<file path="src/lgc_pkg.sv">
// constants and types for the loudness pin control block
package lgc_pkg;
    // =====================================================
    // timing
    localparam int CLK_MHZ        = 250;
    localparam int DEBOUNCE_NS    = 1000;
    localparam int DEBOUNCE_CYC   = (DEBOUNCE_NS * CLK_MHZ + 999) / 1000;
    localparam int PULSE_MS       = 100;
    localparam int PULSE_CYC      = PULSE_MS * CLK_MHZ * 1000;
    // pulse window accepted around the nominal length
    localparam int PULSE_MIN_CYC  = PULSE_CYC / 2;
    localparam int PULSE_MAX_CYC  = PULSE_CYC + PULSE_CYC / 2;
    localparam int CNT_W          = 26;
    localparam int DB_W           = 9;
    // =====================================================
    // pins and states
    localparam int PIN_N          = 4;
    localparam int METER_N        = 2;
    localparam int SEL_LOW_PAIR   = 0;
    typedef enum logic [1:0] {
        ST_RESET,
        ST_RUN,
        ST_PAUSE
    } lgc_state_t;
    // state report codes, one-hot
    localparam logic [2:0] REP_RESET = 3'h1;
    localparam logic [2:0] REP_RUN   = 3'h2;
    localparam logic [2:0] REP_PAUSE = 3'h4;
endpackage

</file>
<file path="src/lgc_meter.sv">
// per-meter pin decode and run/pause/reset state machine
`timescale 1ns/1ps
module lgc_meter #(
    parameter int PULSE_MIN = lgc_pkg::PULSE_MIN_CYC,
    parameter int PULSE_MAX = lgc_pkg::PULSE_MAX_CYC
) (
    input  wire logic                      ref_clk_i,
    input  wire logic                      rst_b_i,
    input  wire logic                      clk_en_i,
    input  wire logic [lgc_pkg::PIN_N-1:0] pins_i,
    input  wire logic                      pair_sel_i,
    input  wire logic                      ext_en_i,
    input  wire logic                      run_high_i,
    input  wire logic                      log_en_i,
    input  wire logic                      man_start_i,
    input  wire logic                      man_pause_i,
    input  wire logic                      man_reset_i,
    output logic [2:0]                     external_control_state_report_o,
    output logic                           meter_run_o,
    output logic                           integ_clear_o,
    output logic                           new_log_o
);
    // =====================================================
    // pair selection
    wire logic hc_pin = pair_sel_i ? pins_i[2] : pins_i[0];
    wire logic gh_pin = pair_sel_i ? pins_i[3] : pins_i[1];
    // run level after polarity
    wire logic go_raw = run_high_i ? gh_pin : ~gh_pin;

    logic                          hc_reg;
    logic                          go_reg;
    logic                          go_prev_reg;
    logic [lgc_pkg::CNT_W-1:0]     low_cnt_reg;
    lgc_pkg::lgc_state_t           state_reg;
    lgc_pkg::lgc_state_t           state_next;

    // =====================================================
    // decode
    wire logic pulse_end = go_reg & ~go_prev_reg
        & (low_cnt_reg >= lgc_pkg::CNT_W'(PULSE_MIN))
        & (low_cnt_reg <= lgc_pkg::CNT_W'(PULSE_MAX));

    always_comb begin
        state_next = state_reg;
        if (ext_en_i) begin
            if (hc_reg) begin
                state_next = lgc_pkg::ST_RESET;
            end else if (go_reg) begin
                state_next = lgc_pkg::ST_RUN;
            end else begin
                state_next = lgc_pkg::ST_PAUSE;
            end
        end else begin
            // manual commands only without pin control
            if (man_reset_i) begin
                state_next = lgc_pkg::ST_RESET;
            end else if (man_pause_i && state_reg == lgc_pkg::ST_RUN) begin
                state_next = lgc_pkg::ST_PAUSE;
            end else if (man_start_i) begin
                state_next = lgc_pkg::ST_RUN;
            end
        end
    end

    // every pause-to-run resume logs via start_ev, inside or outside the restart pulse window
    // go-hold rising while hold-clear is high must not log a restart
    wire logic is_restart = ext_en_i & pulse_end
        & (state_reg == lgc_pkg::ST_PAUSE)
        & (state_next == lgc_pkg::ST_RUN);
    wire logic start_ev = (state_next == lgc_pkg::ST_RUN)
        & (state_reg != lgc_pkg::ST_RUN);

    // =====================================================
    // state
    always_ff @(posedge ref_clk_i) begin
        if (!rst_b_i) begin
            hc_reg      <= 1'b1;
            go_reg      <= 1'b1;
            go_prev_reg <= 1'b1;
            low_cnt_reg <= '0;
            state_reg   <= lgc_pkg::ST_RESET;
            integ_clear_o <= 1'b1;
            new_log_o   <= 1'b0;
        end else if (clk_en_i) begin
            hc_reg      <= hc_pin;
            go_reg      <= go_raw;
            go_prev_reg <= go_reg;
            if (go_reg) begin
                low_cnt_reg <= '0;
            end else if (low_cnt_reg != '1) begin
                low_cnt_reg <= low_cnt_reg + 1'b1;
            end
            state_reg <= state_next;
            integ_clear_o <= (state_next == lgc_pkg::ST_RESET);
            new_log_o <= log_en_i & start_ev;
            if (is_restart) begin
                new_log_o <= log_en_i;
            end
        end
    end

    always_comb begin
        unique case (state_reg)
            lgc_pkg::ST_RUN:   external_control_state_report_o = lgc_pkg::REP_RUN;
            lgc_pkg::ST_PAUSE: external_control_state_report_o = lgc_pkg::REP_PAUSE;
            default:           external_control_state_report_o = lgc_pkg::REP_RESET;
        endcase
    end
    assign meter_run_o = (state_reg == lgc_pkg::ST_RUN);
endmodule

</file>
<file path="src/lgc_top.sv">
// loudness pin control: synchroniser, debounce, two meters, conflict flag
`timescale 1ns/1ps
module lgc_top #(
    parameter int PULSE_MIN = lgc_pkg::PULSE_MIN_CYC,
    parameter int PULSE_MAX = lgc_pkg::PULSE_MAX_CYC
) (
    input  wire logic                        ref_clk_i,
    input  wire logic                        rst_b_i,
    input  wire logic                        clk_en_i,
    input  wire logic [lgc_pkg::PIN_N-1:0]   pins_i,
    input  wire logic [lgc_pkg::METER_N-1:0] pair_sel_i,
    input  wire logic [lgc_pkg::METER_N-1:0] ext_en_i,
    input  wire logic                        run_high_i,
    input  wire logic [lgc_pkg::METER_N-1:0] log_en_i,
    input  wire logic [lgc_pkg::METER_N-1:0] man_start_i,
    input  wire logic [lgc_pkg::METER_N-1:0] man_pause_i,
    input  wire logic [lgc_pkg::METER_N-1:0] man_reset_i,
    input  wire logic [lgc_pkg::PIN_N-1:0]   preset_pin_en_i,
    output logic [3*lgc_pkg::METER_N-1:0]    external_control_state_report_o,
    output logic [lgc_pkg::METER_N-1:0]      meter_run_o,
    output logic [lgc_pkg::METER_N-1:0]      integ_clear_o,
    output logic [lgc_pkg::METER_N-1:0]      new_log_o,
    output logic                             config_error_o
);
    // =====================================================
    // pin conditioning
    logic [lgc_pkg::PIN_N-1:0] sync1_reg;
    logic [lgc_pkg::PIN_N-1:0] sync2_reg;
    logic [lgc_pkg::PIN_N-1:0] clean_reg;
    logic [lgc_pkg::DB_W-1:0]  db_cnt_reg;

    // idle-high pins so power-on decodes as reset
    always_ff @(posedge ref_clk_i) begin
        if (!rst_b_i) begin
            sync1_reg  <= '1;
            sync2_reg  <= '1;
            clean_reg  <= '1;
            db_cnt_reg <= '0;
        end else if (clk_en_i) begin
            sync1_reg <= pins_i;
            sync2_reg <= sync1_reg;
            if (sync2_reg == clean_reg) begin
                db_cnt_reg <= '0;
            end else if (db_cnt_reg ==
                         lgc_pkg::DB_W'(lgc_pkg::DEBOUNCE_CYC - 1)) begin
                clean_reg  <= sync2_reg;
                db_cnt_reg <= '0;
            end else begin
                db_cnt_reg <= db_cnt_reg + 1'b1;
            end
        end
    end

    // =====================================================
    // conflict: preset use of any pin a live meter pair uses
    function automatic logic [lgc_pkg::PIN_N-1:0] pair_mask(input logic sel,
                                                            input logic en);
        pair_mask = en ? (sel ? 4'hc : 4'h3) : 4'h0;
    endfunction
    wire logic [lgc_pkg::PIN_N-1:0] used =
        pair_mask(pair_sel_i[0], ext_en_i[0])
        | pair_mask(pair_sel_i[1], ext_en_i[1]);

    always_ff @(posedge ref_clk_i) begin
        if (!rst_b_i) begin
            config_error_o <= 1'b0;
        end else if (clk_en_i) begin
            config_error_o <= |(used & preset_pin_en_i);
        end
    end

    // =====================================================
    // meters
    genvar m;
    generate
        for (m = 0; m < lgc_pkg::METER_N; m++) begin : g_m
            lgc_meter #(
                .PULSE_MIN (PULSE_MIN),
                .PULSE_MAX (PULSE_MAX)
            ) u_meter (
                .ref_clk_i                       (ref_clk_i),
                .rst_b_i                         (rst_b_i),
                .clk_en_i                        (clk_en_i),
                .pins_i                          (clean_reg),
                .pair_sel_i                      (pair_sel_i[m]),
                .ext_en_i                        (ext_en_i[m]),
                .run_high_i                      (run_high_i),
                .log_en_i                        (log_en_i[m]),
                .man_start_i                     (man_start_i[m]),
                .man_pause_i                     (man_pause_i[m]),
                .man_reset_i                     (man_reset_i[m]),
                .external_control_state_report_o
                    (external_control_state_report_o[3*m +: 3]),
                .meter_run_o                     (meter_run_o[m]),
                .integ_clear_o                   (integ_clear_o[m]),
                .new_log_o                       (new_log_o[m])
            );
        end
    endgenerate
endmodule

</file>
<file path="config.mk">
export PLATFORM = sky130hd
export DESIGN_NAME = lgc_top
export DESIGN_NICKNAME = d
export VERILOG_FILES = /design/src/lgc_pkg.sv /design/src/lgc_meter.sv /design/src/lgc_top.sv
export SDC_FILE = /design/constraint.sdc
export NUM_CORES = 1
export LEC_CHECK = 0
export BUFFER_PORTS_ARGS = -buffer_cell sky130_fd_sc_hd__buf_2
export CAP_MARGIN = 20
export CORE_AREA = 2 2 114 116
export CTS_BUF_LIST = sky130_fd_sc_hd__clkbuf_8
export CTS_CLUSTER_SIZE = 24
export DETAILED_ROUTE_END_ITERATION = 10
export DIE_AREA = 0 0 116 118
export PLACE_DENSITY_LB_ADDON = 0.05
export SKIP_CTS_REPAIR_TIMING = 1
export SLEW_MARGIN = 25
export SYNTH_ARGS = -nofsm -noshare
export SYNTH_HDL_FRONTEND = slang
export SYNTH_HIERARCHICAL = 1
export SYNTH_SLANG_ARGS = --single-unit
</file>
<file path="constraint.sdc">
create_clock -name ref_clk_i -period 3 [get_ports ref_clk_i]
set_input_delay 0.75 -clock ref_clk_i [delete_from_list [all_inputs] [get_ports ref_clk_i]]
set_output_delay 0.75 -clock ref_clk_i [all_outputs]
set_load 0.01 [all_outputs]
</file>
==> metrics.csv, run 1 <==
stage,metric,value,unit
synthesis,Post-Synth XOR/XNOR Area,0.02350,
synthesis,syn nets,628,
die,Initial Util,0.3902,
drt,WL final,12040,um
synthesis,largest family of logic cells by synthesized area,simple AND/OR/NAND/NOR gates,
final_layout,fraction of layout cells with a size suffix above 1,0.1266,
synthesis,Post-synth top flop,dfxtp_1,
clock_tree,total clock sinks,88,
worst_setup_path,Worst Path Arrival,2750,ps
synthesis,"FF+latch count, synth",88,
worst_setup_path,kind of critical path,reg -> reg,
die,core area,12410,um2
synthesis,Yosys warnings,6,
timing,final hold viol count,0,
timing,Final WS setup,507.1,ps
die,Row Count,41,
worst_setup_path,Critical Path Sink Type,register,
power_and_ir_drop,pwr/cell area,434.2,nW/um2
die,die outline height,118,um
global_route,met1 Resource Use GR,0.2665,
synthesis,ys async rst share,0,
placement,placed cells,781,
timing,worst slew pin tran,775.6,ps
synthesis,library cells used by synthesis,59,
global_route,total congestion overflow,0,
power_and_ir_drop,Leakage,1.838,nW
final_layout,Layout Nets,658,
final_layout,max reg flops,52,
drt,DR iter-0 viols,219,
global_route,first-pass GRT wire length,19770,um
drt,number of remaining DRC errors,0,
placement,pre-CTS setup slack,394.8,ps
min_path,Hold Path Class,reg -> reg,
timing,final setup violation count,0,
global_route,global route hottest layer,met1,
synthesis,"EDFF count, synth",0,
drt,routed via count,4405,
outcome,status,"complete, no violations",
die,die area,13690,um2
synthesis,Synth Area in Adders,0.03616,
die,Die Wd,116,um
final_layout,# diodes,0,
timing,RSZ-0062 raised after global routing,false,
global_route,total track usage,0.1822,
clock_tree,H-tree depth,3,
worst_setup_path,Crit path required time,3250,ps
clock_tree,Clock Latency Late Sink,380,ps
global_route,initial antenna violation count,0,
synthesis,mean post-synth cell area,8.211,um2
placement,number of port buffers,36,
die,I/O pin count,37,
worst_setup_path,Worst setup SP type,register,
global_route,met3 Usage GRT,0.05252,
placement,hpwl dp,8802,um
synthesis,Post-Synth Simple-Gate Area,0.2828,
clock_tree,clk slew on worst S/H paths,90,ps
clock_tree,CTS Buf Count,9,
global_route,met2 Use GR,0.2624,
drt,Via density,5.534,
global_route,largest net degree at the start of global routing,30,
clock_tree,Clock Path Buffers,2,
drt,Routed WL per cell,15.13,um
timing,hold slack,459.5,ps
synthesis,register area share after synthesis,0.3636,
timing,period utilisation layout,0.8310,
timing,Worst slew margin,0.4812,
timing,Peak Freq,401.1,MHz
timing,total negative setup slack,0,ps
drt,Routed Antenna Nets,0,
clock_tree,CTS tree,yes,
synthesis,post-synthesis mux area share,0.03306,
global_route,number of global-route vias before repair,3847,
synthesis,Synth Instances,590,
timing,Worst Skew,12.05,ps
final_layout,Layout area overhead,11.88,%
synthesis,Synth Area in Compound Gates,0.2110,
drt,Detailed Routing Iterations Pass 1,5,
worst_setup_path,CP max FO,12,
timing,min Tclk post-route,2493,ps
placement,GP Congestion,0.8374,
job,Max Cap Viol,0,
timing,Slew Limit Fails,0,
power_and_ir_drop,peak supply drop,0.0004128,V
clock_tree,Root Buffer,clkbuf_8,
synthesis,cell area after technology mapping,4845,um2
final_layout,Layout Cells excl Fill,796,
[Yosys cell counts, types with 14 or more instances]
library cell	number	share of area
nand3_1	27	0.028
nor3_1	14	0.014
inv_1	21	0.016
mux2i_1	16	0.033
o21ai_0	28	0.029
nand4_1	24	0.031
clkbuf_1	16	0.012
dfxtp_1	88	0.36
or3_1	27	0.035
nand2_1	69	0.053
a21oi_1	35	0.036
nor2_1	32	0.025
o21ai_1	26	0.027
or4_1	14	0.022
ha_1	14	0.036
[power breakdown]
part / switching [mW] / internal [mW] / total (mW)
registers: 0.0144 / 1.18 / 1.20
clock network: 0.448 / 0.547 / 0.996
logic: 0.100 / 0.0603 / 0.161
total: 0.563 / 1.79 / 2.35
[worst max-delay path, stage by stage, from the launching register on]
cell     delay (ps)
dfxtp_1         490
nand4_1         200
or4_1           730
o31ai_4         490
buf_4           270
or3_1           130
a21oi_1          60
[layout make-up]
| type | instances | area [um2] |
|---|---|---|
| fill | 1298 | 6994 |
| multi-input combinational | 451 | 2841 |
| sequential | 88 | 1762 |
| timing repair buffer | 49 | 290.3 |
| tap | 172 | 215.2 |
| clock buffer | 9 | 123.9 |
| clock inverter | 6 | 108.9 |
| inverter | 21 | 78.83 |
[worst paths after layout]
| path | start | to | slack, ps | cells past startpoint |
|---|---|---|---|---|
| setup / recovery | g_m[0].u_meter/low_cnt_reg[10]$_SDFFE_PN0P_ | g_m[0].u_meter/low_cnt_reg[9]$_SDFFE_PN0P_ | 510 | 6 |
| hold / removal | g_m[1].u_meter/go_prev_reg$_SDFFE_PN1P_ | g_m[1].u_meter/go_prev_reg$_SDFFE_PN1P_ | 460 | 2 |
| setup reg to reg | g_m[0].u_meter/low_cnt_reg[10]$_SDFFE_PN0P_ | g_m[0].u_meter/low_cnt_reg[9]$_SDFFE_PN0P_ | 510 | 6 |
| hold reg to reg | g_m[1].u_meter/go_prev_reg$_SDFFE_PN1P_ | g_m[1].u_meter/go_prev_reg$_SDFFE_PN1P_ | 460 | 2 |
[cells by family (layout without fill, tap and decap cells)]
family / Yosys count / after routing
buf+inv: 51 / 85
flops: 88 / 88
fa+ha+maj: 14 / 14
simple gates: 256 / 256
mux: 16 / 16
compound gates: 152 / 152
xor+xnor: 13 / 13
[layout by cell type, fill, tap and decap left out, types with 8 or more instances in the layout]
cell and n:
nand4_1 24, buf_4 12, or3_1 27, nor3_1 14
and2_1 8, mux2i_1 16, nor2_1 32, o31ai_1 9
or4_1 14, dfxtp_1 88, ha_1 14, clkbuf_8 9
o21ai_1 26, buf_2 36, o211ai_1 8, nand3_1 27
inv_1 21, nand2_1 69, a21oi_1 35, o21ai_0 28
[per-stage QoR]
step	util	area, um2	total power, mW
3_5_place_dp	0.4179	5187	1.386
3_3_place_gp	0.4179	5187	1.384
6_report	0.4366	5420	2.354
4_1_cts	0.4366	5420	2.387
2_1_floorplan	-	4845	1.318
5_1_grt	0.4366	5420	2.456
[routing by layer]
layer,vias to the layer above,routed length (um)
li1,2254,-
met1,2068,6195
met2,75,5216
met3,8,524
met4,0,107
met5,-,0
Power figures use the tool's default switching activity.
==> run 2: changes to the inputs <==
==> constraint.sdc (replaced) <==
create_clock -name ref_clk_i -period 2.2 [get_ports ref_clk_i]
set_input_delay 0.55 -clock ref_clk_i [delete_from_list [all_inputs] [get_ports ref_clk_i]]
set_output_delay 0.55 -clock ref_clk_i [all_outputs]
set_load 0.01 [all_outputs]
==> metrics.csv, run 2 (synthesized netlist as in run 1, its figures left out) <==
stage,metric,value,unit,change
global_route,total congestion overflow,0,,unchanged
global_route,met3 Usage GRT,0.03399,,-0.01854
drt,number of remaining DRC errors,0,,unchanged
drt,WL final,12200,um,+1.3%
timing,total negative setup slack,0,ps,unchanged
final_layout,fraction of layout cells with a size suffix above 1,0.1631,,+0.03647
power_and_ir_drop,Leakage,1.965,nW,+6.9%
timing,period utilisation layout,0.9133,,+0.08236
worst_setup_path,Worst setup SP type,register,,
drt,Routed Antenna Nets,0,,unchanged
timing,RSZ-0062 raised after global routing,false,,
global_route,met2 Use GR,0.2668,,+0.004386
power_and_ir_drop,pwr/cell area,558.6,nW/um2,+29%
worst_setup_path,crit-path cells,"nand4_1, or4_4, o31ai_4, buf_4, or4_1, a21oi_1",,
final_layout,Layout Cells excl Fill,822,,+3.3%
clock_tree,clk slew on worst S/H paths,80,ps,about the same
timing,Worst slew margin,0.4905,,+0.009257
die,die area,13690,um2,unchanged
timing,hold slack,392.3,ps,-67.14 ps
final_layout,# diodes,0,,unchanged
timing,Worst Skew,7.900,ps,-4.145 ps
power_and_ir_drop,peak supply drop,0.0002513,V,-39%
worst_setup_path,Worst Path Arrival,2260,ps,-490 ps
die,Initial Util,0.3902,,unchanged
global_route,initial antenna violation count,0,,unchanged
power_and_ir_drop,sequential share of power,0.521,,+0.012
power_and_ir_drop,Internal,2.393,mW,+34%
die,die outline height,118,um,unchanged
global_route,total track usage,0.1883,,+0.006144
global_route,global route hottest layer,met1,,
timing,worst slew pin tran,761.7,ps,-13.84 ps
die,I/O pin count,37,,unchanged
global_route,met1 Resource Use GR,0.2755,,+0.009047
worst_setup_path,"CP delay by family, top",simple AND/OR/NAND/NOR gates,,
power_and_ir_drop,Clock power frac,0.406,,-0.017
clock_tree,total clock sinks,88,,unchanged
clock_tree,CTS Buf Count,9,,unchanged
placement,GP Congestion,0.8544,,+2.0%
clock_tree,H-tree depth,3,,unchanged
worst_setup_path,kind of critical path,reg -> reg,,
timing,final hold viol count,0,,unchanged
final_layout,Layout Nets,684,,+4.0%
worst_setup_path,CP peak stage delay,630,ps,-100 ps
timing,Slew Limit Fails,0,,unchanged
final_layout,max reg flops,52,,unchanged
job,Max Cap Viol,0,,unchanged
timing,Peak Freq,497.7,MHz,+24%
power_and_ir_drop,Net Sw Power,0.7340,mW,+30%
final_layout,"most common cell after layout, fill and taps aside",dfxtp_1,,
drt,Routed WL per cell,14.84,um,-1.9%
die,Row Count,41,,unchanged
final_layout,"Non-Filler Cell Area, Final",5598,um2,+3.3%
power_and_ir_drop,Power Total,3.127,mW,+33%
die,Die Wd,116,um,unchanged
placement,number of port buffers,36,,unchanged
worst_setup_path,CP max FO,14,,+2
clock_tree,CTS tree,yes,,
timing,min Tclk post-route,2009,ps,-483.6 ps
global_route,largest net degree at the start of global routing,17,,-43%
min_path,Hold Path Class,in -> reg,,
placement,placed cells,807,,+3.3%
worst_setup_path,Critical Path Sink Type,register,,
power_and_ir_drop,switch share,0.2347,,-0.004549
final_layout,Layout area overhead,15.55,%,
worst_setup_path,WP buf/inv,1,,unchanged
worst_setup_path,Crit path required time,2460,ps,-790 ps
clock_tree,Clock Path Buffers,2,,unchanged
global_route,number of global-route vias before repair,4204,,+9.3%
power_and_ir_drop,Combinational Power Share,0.073,,+0.005
drt,Via density,5.478,,-1.0%
placement,hpwl dp,9216,um,+4.7%
outcome,status,"complete, no violations",,
clock_tree,Clock Latency Late Sink,370,ps,about the same
global_route,first-pass GRT wire length,20790,um,+5.2%
drt,DR iter-0 viols,242,,+11%
placement,dpl cell area,5370,um2,+3.5%
worst_setup_path,Critical-path top delay cell,or4_4,,
clock_tree,Root Buffer,clkbuf_8,,
timing,final setup violation count,0,,unchanged
final_layout,most frequent cells in the layout,"dfxtp_1 (88), nand2_1 (69), buf_4 (39)",,
drt,routed via count,4503,,+2.2%
drt,Detailed Routing Iterations Pass 1,4,,-1
die,core area,12410,um2,unchanged
[run 2: cell count changes in the layout (fill, tap and decap cells not counted)]
| cell | previous run | this run |
|---|---|---|
| clkbuf_8 | 9 | 11 |
| bufinv_16 | 3 | 2 |
| or4_4 | 1 | 3 |
| clkinv_2 | 2 | 1 |
| clkinv_4 | 1 | 0 |
| buf_12 | 1 | 0 |
| buf_4 | 12 | 39 |
| inv_1 | 21 | 22 |
| or4_1 | 14 | 12 |
[run 2: routing by layer]
layer  up-vias  part of all wire
met5         -                 0
met3        19             0.034
met4         0             0.026
li1       2302                 -
met2        62              0.43
met1      2120              0.51
[run 2: path summary, 6_finish.rpt]
path                                                                   from                                         end  slack, ps  cells after the start
worst min-delay path                                              pins_i[2]                   sync1_reg[2]$_SDFFE_PN1P_        390                      3
worst max register to register  g_m[1].u_meter/low_cnt_reg[13]$_SDFFE_PN0P_  g_m[1].u_meter/low_cnt_reg[7]$_SDFFE_PN0P_        190                      6
worst max-delay path            g_m[1].u_meter/low_cnt_reg[13]$_SDFFE_PN0P_  g_m[1].u_meter/low_cnt_reg[7]$_SDFFE_PN0P_        190                      6
worst min register to register      g_m[0].u_meter/go_prev_reg$_SDFFE_PN1P_     g_m[0].u_meter/go_prev_reg$_SDFFE_PN1P_        460                      2
[run 2: metrics by stage]
stage	util	setup slack (ps)
after floorplan	-	158.8
final	0.4509	190.7
after global placement	0.4326	78.31
after global routing	0.4509	22.50
after detailed placement	0.4326	81.94
after CTS	0.4503	77.32
[run 2: power groups by stage]
stage          Sequential (mW)  Combinational (mW)  Clock, mW
4_1_cts                   1.63               0.231       1.32
3_3_place_gp              1.67               0.228          0
2_1_floorplan             1.67               0.132          0
6_report                  1.63               0.228       1.27
3_5_place_dp              1.67               0.229          0
5_1_grt                   1.63               0.256       1.38
[run 2: final cells by class]
cell class,instances,area [um2]
clock buffers,11,151.4
repair buffers,75,473.0
flip-flops and latches,88,1762
well taps,172,215.2
inverters,21,78.83
fillers,1305,6817
clock inverters,4,68.82
multi-input cells,451,2849
[run 2: worst min-delay path, cell delays in order]
cell and delay, ps:
buf_2 80, mux2i_1 50, nand2_1 50
==> run 3: changes to the inputs <==
--- a/config.mk
+++ b/config.mk
@@ -13,6 +13,7 @@
 export DETAILED_ROUTE_END_ITERATION = 10
 export DIE_AREA = 0 0 116 118
 export PLACE_DENSITY_LB_ADDON = 0.05
+export REMOVE_ABC_BUFFERS = 1
 export SKIP_CTS_REPAIR_TIMING = 1
 export SLEW_MARGIN = 25
 export SYNTH_ARGS = -nofsm -noshare
==> metrics.csv, run 3 (synthesized netlist as in run 1, its figures left out) <==
stage,metric,value,unit,change
min_path,Hold Path Class,in -> reg,,
final_layout,max reg flops,52,,unchanged
drt,Routed WL per cell,15.05,um,+1.5%
timing,Worst slew margin,0.4728,,-0.01767
worst_setup_path,R2R Path End,g_m[0].u_meter/low_cnt_reg[25]$_SDFFE_PN0P_,,
timing,Slew Limit Fails,0,,unchanged
final_layout,# diodes,0,,unchanged
worst_setup_path,kind of critical path,reg -> reg,,
die,Initial Util,0.3902,,unchanged
timing,final hold viol count,0,,unchanged
die,die outline height,118,um,unchanged
clock_tree,Clock Latency Late Sink,360,ps,about the same
placement,number of port buffers,36,,unchanged
die,die area,13690,um2,unchanged
final_layout,"Core Util, Final",0.4490,,-0.001915
global_route,number of global-route vias before repair,4156,,-1.1%
clock_tree,total clock sinks,88,,unchanged
power_and_ir_drop,Leakage,1.952,nW,-0.70%
clock_tree,CTS Buf Count,9,,unchanged
global_route,total congestion overflow,0,,unchanged
timing,RSZ-0062 raised after global routing,false,,
timing,worst slew pin tran,788.1,ps,+26.42 ps
final_layout,fraction of layout cells with a size suffix above 1,0.1605,,-0.002583
final_layout,Seq. cell area,1762,um2,unchanged
clock_tree,CTS tree,yes,,
timing,final setup violation count,0,,unchanged
global_route,initial antenna violation count,0,,unchanged
worst_setup_path,register-to-register setup slack,200,ps,about the same
timing,Worst Skew,12.09,ps,+4.187 ps
final_layout,"most common cell after layout, fill and taps aside",dfxtp_1,,
timing,period utilisation layout,0.9108,,-0.002520
clock_tree,clk slew on worst S/H paths,90,ps,about the same
worst_setup_path,cells on worst reg2reg path,6,,unchanged
timing,Peak Freq,499.1,MHz,+0.28%
drt,Detailed Routing Iterations Pass 1,4,,unchanged
drt,routed via count,4517,,+0.31%
die,Row Count,41,,unchanged
worst_setup_path,CP max FO,13,,-1
placement,GP Congestion,0.8493,,-0.60%
global_route,first-pass GRT wire length,20600,um,-0.89%
worst_setup_path,Worst setup SP type,register,,
drt,number of remaining DRC errors,0,,unchanged
worst_setup_path,Crit path required time,2440,ps,-20 ps
drt,WL final,12350,um,+1.2%
drt,DR iter-0 viols,266,,+9.9%
die,I/O pin count,37,,unchanged
final_layout,Multi-input gate area,2849,um2,unchanged
worst_setup_path,Critical Path Sink Type,register,,
drt,Routed Antenna Nets,0,,unchanged
clock_tree,H-tree depth,3,,unchanged
global_route,largest net degree at the start of global routing,34,,+17
power_and_ir_drop,peak supply drop,0.0002987,V,+19%
die,core area,12410,um2,unchanged
worst_setup_path,CP Launch Point,g_m[0].u_meter/low_cnt_reg[12]$_SDFFE_PN0P_,,
final_layout,most frequent cells in the layout,"dfxtp_1 (88), nand2_1 (69), buf_2 (36)",,
timing,min Tclk post-route,2004,ps,-5.544 ps
global_route,total track usage,0.1872,,-0.001141
outcome,status,"complete, no violations",,
clock_tree,Clock Path Buffers,2,,unchanged
final_layout,Fill cells,1307,,+0.15%
final_layout,Layout area overhead,15.06,%,
worst_setup_path,reg-to-reg startpoint,g_m[0].u_meter/low_cnt_reg[12]$_SDFFE_PN0P_,,
worst_setup_path,Worst Path Arrival,2250,ps,about the same
drt,Via density,5.509,,+0.56%
job,Max Cap Viol,0,,unchanged
clock_tree,Root Buffer,clkbuf_8,,
final_layout,Layout Nets,682,,-0.29%
power_and_ir_drop,Power Total,2.970,mW,-5.0%
worst_setup_path,Critical Path Sink,g_m[0].u_meter/low_cnt_reg[25]$_SDFFE_PN0P_,,
placement,hpwl dp,9381,um,+1.8%
die,Die Wd,116,um,unchanged
power_and_ir_drop,pwr/cell area,532.9,nW/um2,-4.6%
run 3: cell type report:
cell class | instances | share of cell area
Clock buffer | 10 | 0.02469
Clock inverter | 5 | 0.008754
Inverter | 21 | 0.01414
Multi-Input combinational cell | 451 | 0.5111
Sequential cell | 88 | 0.3160
Tap cell | 172 | 0.03861
Timing Repair Buffer | 73 | 0.08664
run 3: through the flow:
stage                     setup slack (ps)  TNS (ps)  hold slack, ps  instances  instance area (um2)
final                                196.3         0           403.5        820                 5574
after global routing                 16.69         0           395.6        820                 5574
after CTS                            71.52         0           375.3        819                 5559
after detailed placement             87.15         0           449.9        804                 5373
after global placement               114.9         0           444.3        804                 5373
after floorplan                     -119.0    -931.4           430.9        560                 4682
run 3: where the power goes:
| group | leakage (nW) | switching [mW] | internal [mW] |
|---|---|---|---|
| clock | 0.103 | 0.570 | 0.541 |
| sequential | 0.713 | 0.0190 | 1.61 |
| combinational | 1.14 | 0.139 | 0.0890 |
| total | 1.95 | 0.728 | 2.24 |
run 3: worst min path at each step:
stage,slack [ps],cells past startpoint,from,end
2_1_floorplan,430,2,g_m[0].u_meter/go_prev_reg$_SDFFE_PN1P_,g_m[0].u_meter/go_prev_reg$_SDFFE_PN1P_
3_3_place_gp,440,2,g_m[1].u_meter/go_prev_reg$_SDFFE_PN1P_,g_m[1].u_meter/go_prev_reg$_SDFFE_PN1P_
3_5_place_dp,450,2,g_m[0].u_meter/go_prev_reg$_SDFFE_PN1P_,g_m[0].u_meter/go_prev_reg$_SDFFE_PN1P_
4_1_cts,380,3,pins_i[1],sync1_reg[1]$_SDFFE_PN1P_
5_1_grt,400,3,pins_i[1],sync1_reg[1]$_SDFFE_PN1P_
6_report,400,3,pins_i[1],sync1_reg[1]$_SDFFE_PN1P_
run 3: metal layers:
layer	track usage	part of all wire
met3	0.04428	0.034
met5	0	0
met2	0.2862	0.45
met4	0.04315	0.0096
met1	0.2663	0.50
run 3: critical path: stages (launching register included):
cell and delay, ps:
dfxtp_1 410, nand4_1 200, or4_4 620, o31ai_4 250, buf_4 220, or4_1 130, a21oi_1 60
